===== src/logic/cxs_defines.svh =====
// constants for the instruction execution subset: encodings, widths, resets
// assumes inclusion by the execution unit and its bench only
`ifndef CXS_DEFINES_SVH
`define CXS_DEFINES_SVH
`define CXS_OP_NOP 4'h0
`define CXS_OP_BIT_CLEAR 4'h1
`define CXS_OP_BIT_SET 4'h2
`define CXS_OP_SKIP_SET 4'h3
`define CXS_OP_SKIP_CLEAR 4'h4
`define CXS_OP_REG_CLEAR 4'h5
`define CXS_OP_ACC_CLEAR 4'h6
`define CXS_OP_AND_LIT 4'h7
`define CXS_OP_COMPLEMENT 4'h8
`define CXS_OP_CALL 4'h9
`define CXS_OP_WDT_CLEAR 4'hA
`define CXS_PC_RESET 13'h0000
`define CXS_ACC_RESET 8'h00
`define CXS_ZERO_BYTE 8'h00
`define CXS_LATCH_LO 3
`define CXS_LATCH_HI 4
`define CXS_TARGET_HI 10
`endif


===== src/logic/cxs_pkg.sv =====
// types shared by the instruction execution subset
// assumes cxs_defines.svh is compiled alongside
package cxs_pkg;
    // one decoded instruction from the fetch/decode stage
    typedef struct packed {
        logic valid;
        logic [3:0] op;
        logic [6:0] addr;
        logic [2:0] bit_sel;
        logic dest;
        logic [10:0] imm;
    } cxs_instr_t;

    // write toward the data register file
    typedef struct packed {
        logic we;
        logic [6:0] addr;
        logic [7:0] data;
    } cxs_reg_wr_t;

    // status flag update strobes and values
    typedef struct packed {
        logic z_we;
        logic z_val;
        logic wdt_flags_set;
    } cxs_flag_upd_t;

    typedef enum logic [0:0] {
        CXS_EXEC,
        CXS_FLUSH
    } cxs_phase_t;

    typedef struct packed {
        cxs_phase_t phase;
        logic [12:0] pc;
        logic [7:0] acc;
        logic z;
        cxs_reg_wr_t wr;
        cxs_flag_upd_t fl;
        logic push;
        logic [12:0] push_addr;
        logic wdt_clr;
        logic busy;
    } cxs_state_t;
endpackage


===== src/logic/cxs_exec.sv =====
// execution unit for a subset of an 8-bit core's instruction set
// assumes one clk edge per instruction cycle, decoded instructions in,
// register file read data valid in the same cycle as the instruction
// Notes on behaviour
// - bit clear zeroes one bit, flags kept
// - bit set raises one bit, flags kept
// - literal AND into accumulator, zero flag only
// - skip-if-set flushes next when bit is one
// - skip-if-clear flushes next when bit zero
// - register clear writes zero, sets zero flag
// - accumulator clear writes zero, sets zero flag
// - call pushes program counter plus one first
// - call loads eleven-bit target, flags kept
// - call upper pc bits from latch 4:3
// - call takes two instruction cycles
// - watchdog clear resets counter and prescaler
// - watchdog clear sets expiry and sleep flags
// - complement inverts register, updates zero flag
// - destination bit picks accumulator or register
// - pc change or taken skip: no-op cycle
`timescale 1ns/1ns
`default_nettype none
`include "cxs_defines.svh"

module cxs_exec
    import cxs_pkg::*;
(
    input wire logic clk,
    input wire logic rstn,
    input wire cxs_instr_t instr,
    input wire logic [7:0] reg_rdata,
    input wire logic [7:0] upper_latch,
    output cxs_reg_wr_t reg_wr,
    output cxs_flag_upd_t flag_upd,
    output logic [12:0] program_counter,
    output logic [7:0] accumulator,
    output logic zero_flag,
    output logic stack_push,
    output logic [12:0] stack_top,
    output logic watchdog_clear,
    output logic flush_cycle
);

    // ************************************************************
    // helpers
    // ************************************************************

    // zero test shared by the AND literal and complement paths; the clears set the flag directly
    function automatic logic is_zero(input logic [7:0] v);
        return v == `CXS_ZERO_BYTE;
    endfunction

    cxs_state_t s_q;
    cxs_state_t s_d;
    logic sel_bit;
    logic [7:0] one_hot;

    // ************************************************************
    // next state
    // ************************************************************

    // one decision per instruction cycle; a flush cycle ignores input
    always_comb begin
        s_d = s_q;
        s_d.wr.we = 1'b0;
        s_d.fl = '0;
        s_d.push = 1'b0;
        s_d.wdt_clr = 1'b0;
        s_d.busy = 1'b0;
        s_d.phase = CXS_EXEC;
        sel_bit = reg_rdata[instr.bit_sel];
        one_hot = 8'h01 << instr.bit_sel;
        case (s_q.phase)
            CXS_FLUSH: begin
                // second cycle runs as a no-op, pc already moved
                s_d.busy = 1'b1;
            end
            CXS_EXEC: begin
                if (instr.valid) begin
                    s_d.pc = s_q.pc + 13'h0001;
                    s_d.wr.addr = instr.addr;
                    case (instr.op)
                        `CXS_OP_BIT_CLEAR: begin
                            s_d.wr.we = 1'b1;
                            s_d.wr.data = reg_rdata & ~one_hot;
                        end
                        `CXS_OP_BIT_SET: begin
                            s_d.wr.we = 1'b1;
                            s_d.wr.data = reg_rdata | one_hot;
                        end
                        `CXS_OP_SKIP_SET: begin
                            if (sel_bit) begin
                                s_d.phase = CXS_FLUSH;
                                s_d.pc = s_q.pc + 13'h0002;
                            end
                        end
                        `CXS_OP_SKIP_CLEAR: begin
                            if (!sel_bit) begin
                                s_d.phase = CXS_FLUSH;
                                s_d.pc = s_q.pc + 13'h0002;
                            end
                        end
                        `CXS_OP_REG_CLEAR: begin
                            s_d.wr.we = 1'b1;
                            s_d.wr.data = `CXS_ZERO_BYTE;
                            s_d.z = 1'b1;
                            s_d.fl.z_we = 1'b1;
                            s_d.fl.z_val = 1'b1;
                        end
                        `CXS_OP_ACC_CLEAR: begin
                            s_d.acc = `CXS_ZERO_BYTE;
                            s_d.z = 1'b1;
                            s_d.fl.z_we = 1'b1;
                            s_d.fl.z_val = 1'b1;
                        end
                        `CXS_OP_AND_LIT: begin
                            s_d.acc = s_q.acc & instr.imm[7:0];
                            s_d.z = is_zero(s_q.acc & instr.imm[7:0]);
                            s_d.fl.z_we = 1'b1;
                            s_d.fl.z_val = s_d.z;
                        end
                        `CXS_OP_COMPLEMENT: begin
                            // destination 0 is accumulator, 1 the source
                            if (instr.dest) begin
                                s_d.wr.we = 1'b1;
                                s_d.wr.data = ~reg_rdata;
                            end else begin
                                s_d.acc = ~reg_rdata;
                            end
                            s_d.z = is_zero(~reg_rdata);
                            s_d.fl.z_we = 1'b1;
                            s_d.fl.z_val = s_d.z;
                        end
                        `CXS_OP_CALL: begin
                            // return address captured before pc changes
                            s_d.push = 1'b1;
                            s_d.push_addr = s_q.pc + 13'h0001;
                            s_d.pc = {upper_latch[`CXS_LATCH_HI:`CXS_LATCH_LO],
                                      instr.imm};
                            s_d.phase = CXS_FLUSH;
                        end
                        `CXS_OP_WDT_CLEAR: begin
                            s_d.wdt_clr = 1'b1;
                            s_d.fl.wdt_flags_set = 1'b1;
                        end
                        default: begin
                            // unknown codes behave as a no-op
                        end
                    endcase
                end
            end
            default: begin
                s_d.phase = CXS_EXEC;
            end
        endcase
    end

    // ************************************************************
    // state register
    // ************************************************************

    // synchronous reset; all outputs come from this one register
    always_ff @(posedge clk) begin
        if (!rstn) begin
            s_q <= '0;
            s_q.phase <= CXS_EXEC;
            s_q.pc <= `CXS_PC_RESET;
            s_q.acc <= `CXS_ACC_RESET;
        end else begin
            s_q <= s_d;
        end
    end

    assign reg_wr = s_q.wr;
    assign flag_upd = s_q.fl;
    assign program_counter = s_q.pc;
    assign accumulator = s_q.acc;
    assign zero_flag = s_q.z;
    assign stack_push = s_q.push;
    assign stack_top = s_q.push_addr;
    assign watchdog_clear = s_q.wdt_clr;
    assign flush_cycle = s_q.busy;
endmodule

`default_nettype wire


===== config.mk =====
export PLATFORM = sky130hd
export DESIGN_NAME = cxs_exec
export DESIGN_NICKNAME = d
export VERILOG_FILES = /design/src/logic/cxs_pkg.sv /design/src/logic/cxs_exec.sv
export VERILOG_INCLUDE_DIRS = /design/src /design/src/logic
export SDC_FILE = /design/constraint.sdc
export NUM_CORES = 1
export LEC_CHECK = 0
export BUFFER_PORTS_ARGS = -buffer_cell sky130_fd_sc_hd__clkbuf_2
export CORE_ASPECT_RATIO = 0.8
export CORE_MARGIN = 10
export CORE_UTILIZATION = 52
export DETAILED_ROUTE_END_ITERATION = 16
export PLACE_DENSITY = 0.78
export SETUP_SLACK_MARGIN = 0.02
export SLEW_MARGIN = 0
export SYNTH_ARGS = -nofsm -noshare
export SYNTH_HDL_FRONTEND = slang
export SYNTH_SLANG_ARGS = --single-unit
export TNS_END_PERCENT = 100

===== constraint.sdc =====
create_clock -name clk -period 2.1 [get_ports clk]
set_input_delay 0.105 -clock clk [delete_from_list [all_inputs] [get_ports clk]]
set_output_delay 0.105 -clock clk [all_outputs]
set_load 0.01 [all_outputs]

# [Yosys cells after proc, flatten, opt, wreduce, memory -nomap -nowiden]
# Index checks and enable logic that the tools add are counted.
[totals] regBits=57 word_cells=66 output_inout_bits=57
[op_classes] mux=16 eq_ne=12 bitwise_logic=8 magnitude_cmp=1 n_reduce_logical=13 add_sub_neg=2 shift=1
[op_table] op="$mux W14" n=3
[op_table] op="$pmux W14 S3" n=1
[op_table] op="$pmux W8 S4" n=1
[op_table] op="$pmux W8 S3" n=1
[op_table] op="$and A8 B8 Y8" n=2
[op_table] op="$eq A4 B3 Y1 const B" n=4
[op_table] op="$logic_not A8 Y1" n=2
[op_table] op="$mux W8" n=2
[op_table] op="$not A8 Y8" n=2
[op_table] op="$add A13 B1 Y13 const B" n=1
[op_table] op="$add A13 B2 Y13 const B" n=1
[op_table] op="$eq A4 B4 Y1 const B" n=3
[op_table] op="$eq A4 B2 Y1 const B" n=2
[op_table] op="$or A8 B8 Y8" n=1
[op_table] op="$reduce_and A4 Y1" n=2
[op_table] op="$shl A1 B3 Y8 const A" n=1
[op_table] op="$pmux W2 S3" n=1
[op_table] op="$reduce_and A3 Y1" n=2
[op_table] op="$reduce_bool A3 Y1" n=2
[op_table] op="$reduce_or A3 Y1" n=2
[op_table] op="$eq A4 B1 Y1 const B" n=1
[op_table] op="$lt A3 B4 Y1 const B" n=1
[op_table] op="$mux W1" n=4
[op_table] op="$ne A2 B2 Y1 const B" n=2
[op_table] op="other kinds (7)" n=9

# [Logic depth before layout (Yosys ltp)]
[depth] depth_word=4 ltp_mapped=8

# [Worst setup path before layout]
# OpenSTA, ideal clock, no wires.
[synth_path] kind="register to register" from="register s_q, in the netlist program_counter[1]" to="register s_q, in the netlist program_counter[12]" path_buffers=0 setup_ps=70 path_slack_ps=246 path_stages_with_launch=8 arrival_ps=1784 cell_sequence="dfxtp_1 > ha_1 > nand3_1 > nor3_2 > nand3_1 > xor2_1 > or3_1 > a21oi_1"
[synth_between] elab_chain_cells=3
[synth_rtl] item="start, declared" line_no="cxs_exec.sv:53" rtl="cxs_state_t s_q;"
[synth_rtl] item="$add A13 B2 Y13 or $add A13 B1 Y13 (tied branches)" line_no="cxs_exec.sv:94, cxs_exec.sv:100, cxs_exec.sv:80"
[synth_rtl] item="$mux W14 (on tied branches)" line_no="cxs_exec.sv:98, cxs_exec.sv:92"
[synth_rtl] item="$pmux W14 S3 (*)" line_no="cxs_exec.sv:82" rtl="case (instr.op)"
# Every way passes the cells marked *; elsewhere a longest branch is shown, timed or not.
# A chain may end at the register's enable or synchronous reset.

# [Worst setup path in the final report]
# Ends and elaborated chain as after synthesis.

==> impl_results.md <==
* Post-CTS Setup Repair Bufs at 0
* Clock Pin Slew Worst Setup and Hold Paths at ~70 ps
* TritonCTS Buffers at 9
* Timing-limited maximum frequency at 0.527 GHz
* Via-per-instance ratio at 5.78
* Kind of critical path: reg -> reg
* Worst hold endpoint: program_counter[9]
* Maximum cell stage delay along the critical path at approximately 420 ps
* First-pass iteration count of the detailed router at 5
* Skew-Pair Late Insertion Delay at 340 ps
* Worst path most repeated cell: nand3_1
* Setup repair after global routing missed its margin: false
* Share of power burned in the clock network at roughly two fifths
* Warnings from Yosys at 0
* Floorplan Core Area at about 6300 µm²
* Via count of the first global-routing pass at between 3000 and 4000
* Hold Vio Cnt, Final at 0
* Relative slew margins at 56.6%
* Commonest cells after routing, fill and taps aside: 95 x clkbuf_2, 57 x dfxtp_1, 37 x nand2_1
* Worst path required time at 2380 ps
* First-pass GRT wire length at approximately 16000 µm
* Y dimension of the die at just over 90 µm
* Starting utilization of the core area at 52.9%
* Wirelength, routed at approximately 10000 µm
* Power dissipated by switching net loads at approximately 0.00072 W
* Net Sw Frac at between 20% and 30%
* Clock period minus final worst setup slack at about 1900 ps
* Syn_nets at between 400 and 500
* Largest fanout of any net on the critical path at 5
* Hold path depth at 3
* TritonCTS clock tree: yes
* EDFF count, synth at 0
* Data arrival time at the worst-slack endpoint at between 2000 and 2500 ps
* Iteration-0 DRC Markers at approximately 160
* Static Leak at ~1.8 nW
* Setup slack, reg-to-reg at about 200 ps
* Overall power after layout at approximately 0.0027 W
* Root cell of the clock tree: clkbuf_8
* Launch point of the worst hold path: instr[9]
* CP Cell Sequence: ha_1 -> nand3_1 -> nor3_2 -> nand3_1 -> xor2_1 -> or3_1 -> a21oi_1
* Skew final at approximately 7.4 ps
* Final cycle utilization of the critical path at around nine tenths
* Placed insts at 551
* Maximum number of pins on one net before global-route repair at 30
* Layout cell share with drive strength beyond 1 at 32.7%
* Hold slack final at ~38 ps
* Critical R2R Launch: program_counter[1]
* Final cell count without fillers at 573
* GRT Overall Usage at between 20% and 30%
* Most common library cell in the layout ignoring fill and taps: clkbuf_2
* Result of the run: finished, final reports clean
* Count of instances resized after the clock tree is built at 0
* Worst hold path class: in -> reg
* Count of vias placed by the detailed router at between 3000 and 4000
* Reg-to-Reg End: program_counter[12]
* Sum of overflow across all layers after global routing at 0
* Total half-perimeter wirelength after legalization and detailed placement at roughly 7500 µm
* Sum Neg Setup Slack at 0 ps
* Number of antenna violations at the first check in global routing at 0
* Post-DR wirelength/cell at 17.4 µm
* TritonCTS sink count at 57
* Post-synth top flop: dfxtp_1
* Synthesis-to-finish area growth at 26.5%
* Ant. Diodes at 0
* Critical Path Sink Type: flop
* Sequential Power Share at about 42%
* Number of rows created at floorplan at 26
* Count of input and output buffers at 95
* Die area at 10000 µm²
* Count of max-cap constraint violations at 0
* Total Nets Final at between 500 and 600
* Post-synthesis async set-or-reset flop share at 0%
* Cell count after synthesis at about 380
* Type of origin of the critical path: flop
* Antenna violation net count after detailed routing at 0
* Die width at 110 µm
* Cell internal power dissipation at between 0.0015 and 0.002 W
* Area of the mapped netlist at 3340 µm²
* Transition at the pin with the smallest max-transition slack at around 650 ps
* Number of design rule violations left after detail routing at 0
* Least setup slack across all paths after layout at ~200 ps
* Depth of the worst register-to-register path at 7
* Register area share after synthesis at approximately 34%
* Master of the slowest instance on the critical path: dfxtp_1
* CTS HTree Levels at 3
* FF+latch count, synth at 57
* Final setup violating endpoints at 0
* Part of the power in combinational logic at ~16%
* Mean instance size in the synthesized netlist at a little under 9 µm²
* Count of cell types in the netlist at between 60 and 70
* Number of primary I/O pins at between 100 and 150
* Longest Clk Path Bufs at 2
* Power density over cell area at roughly 640 nW/µm²
* Routability congestion estimate from global placement at ~0.93
* Number of pins exceeding their max-slew limit in the final report at 0
* Worst setup slack before clock tree synthesis at between 100 and 150 ps
* Worst voltage drop across the vdd grid at 0.345 mV
## worst max-delay path: cells and delay by family (launching register included)
kind,cells,cell delay [ps]
compound gates,1,140
xor+xnor,1,180
fa+ha+maj,1,220
flops,1,420
simple gates,4,860
## worst max path at each step
stage                  startpoint                  end  slack (ps)  cells after the start
2_1_floorplan  program_counter[1]  program_counter[12]         250                      7
3_3_place_gp            instr[12]   program_counter[2]         190                      7
3_5_place_dp            instr[13]   program_counter[4]         130                      7
4_1_cts        program_counter[1]  program_counter[12]         230                      7
5_1_grt        program_counter[1]        stack_top[11]          50                      6
6_report       program_counter[1]  program_counter[12]         200                      7
## synthesized netlist by cell type (4+ instances only)
cell type | instances | area share [%]
o221ai_1 | 8 | 2.1
mux2i_1 | 17 | 5.1
nor3_1 | 6 | 0.90
a2bb2oi_1 | 8 | 2.1
and3_1 | 5 | 0.94
a221oi_1 | 4 | 1.0
buf_4 | 4 | 0.90
nor2_1 | 37 | 4.2
dfxtp_1 | 57 | 34
a211oi_1 | 14 | 3.1
nand4_1 | 6 | 1.1
clkbuf_1 | 15 | 1.7
a21oi_1 | 23 | 3.4
xnor2_1 | 10 | 2.6
nand3b_1 | 4 | 0.90
nand3_1 | 15 | 2.2
buf_2 | 9 | 1.3
a221oi_2 | 5 | 2.2
nor2b_1 | 5 | 0.94
a21o_1 | 8 | 1.8
o211a_1 | 8 | 2.4
nand2_1 | 37 | 4.2
nand2b_1 | 6 | 1.1
xor2_1 | 8 | 2.1
o21ai_0 | 7 | 1.0
## what timing repair did
action / in CTS / in global routing
setup endpoints to repair: 0 / 0
hold endpoints to repair: 7 / 0
hold buffers: 7 / 0
## logic make-up after synthesis
kind of cell,synth area share [%]
buffers and inverters,5.44
flip-flops,34.2
AND/OR/NAND/NOR,22.1
multiplexers,5.85
adder cells (fa/ha/maj),0.750
XOR/XNOR,4.72
AO/OA/AOI/OAI,26.9
## layer usage
metal  share of wire [%]  vias up  GRT usage, %
met1                  43     1520          26.4
met2                  44      157          30.3
met3                  11       18          7.06
met5                   0        -             0
met4                 1.6        0          6.28
li1                    -     1619             -
## power groups by stage
stage	clock network, W	registers (W)	logic, W
after floorplan	0	0.00119	0.000241
after global placement	0	0.00117	0.000414
after detailed placement	0	0.00117	0.000424
after CTS	0.00115	0.00115	0.000436
after global routing	0.00120	0.00115	0.000480
final	0.00113	0.00115	0.000440
## sequential cells by signal, summed over array words and instances, names as in the netlist
name	flops
zero_flag	1
watchdog_clear	1
stack_top	13
reg_wr	16
flag_upd	2
flush_cycle	1
s_q	1
program_counter	13
stack_push	1
accumulator	8
## cell type report
type                    instances  area [µm²]
fillers                       540        2090
clock inverters                 3        65.1
repair buffers                127         733
inverters                       3        11.3
well taps                      84         105
clock buffers                  12         145
multi-input cells             287        2020
flip-flops and latches         57        1140
## stage by stage
stage / instance area [µm²] / util (%)
global route: 4220 / 66.9
detailed placement: 3940 / 62.4
finish: 4220 / 66.9
CTS: 4220 / 66.9
global placement: 3940 / 62.4
floorplan: 3340 / -
No activity file was read; power rests on OpenSTA's default activity.
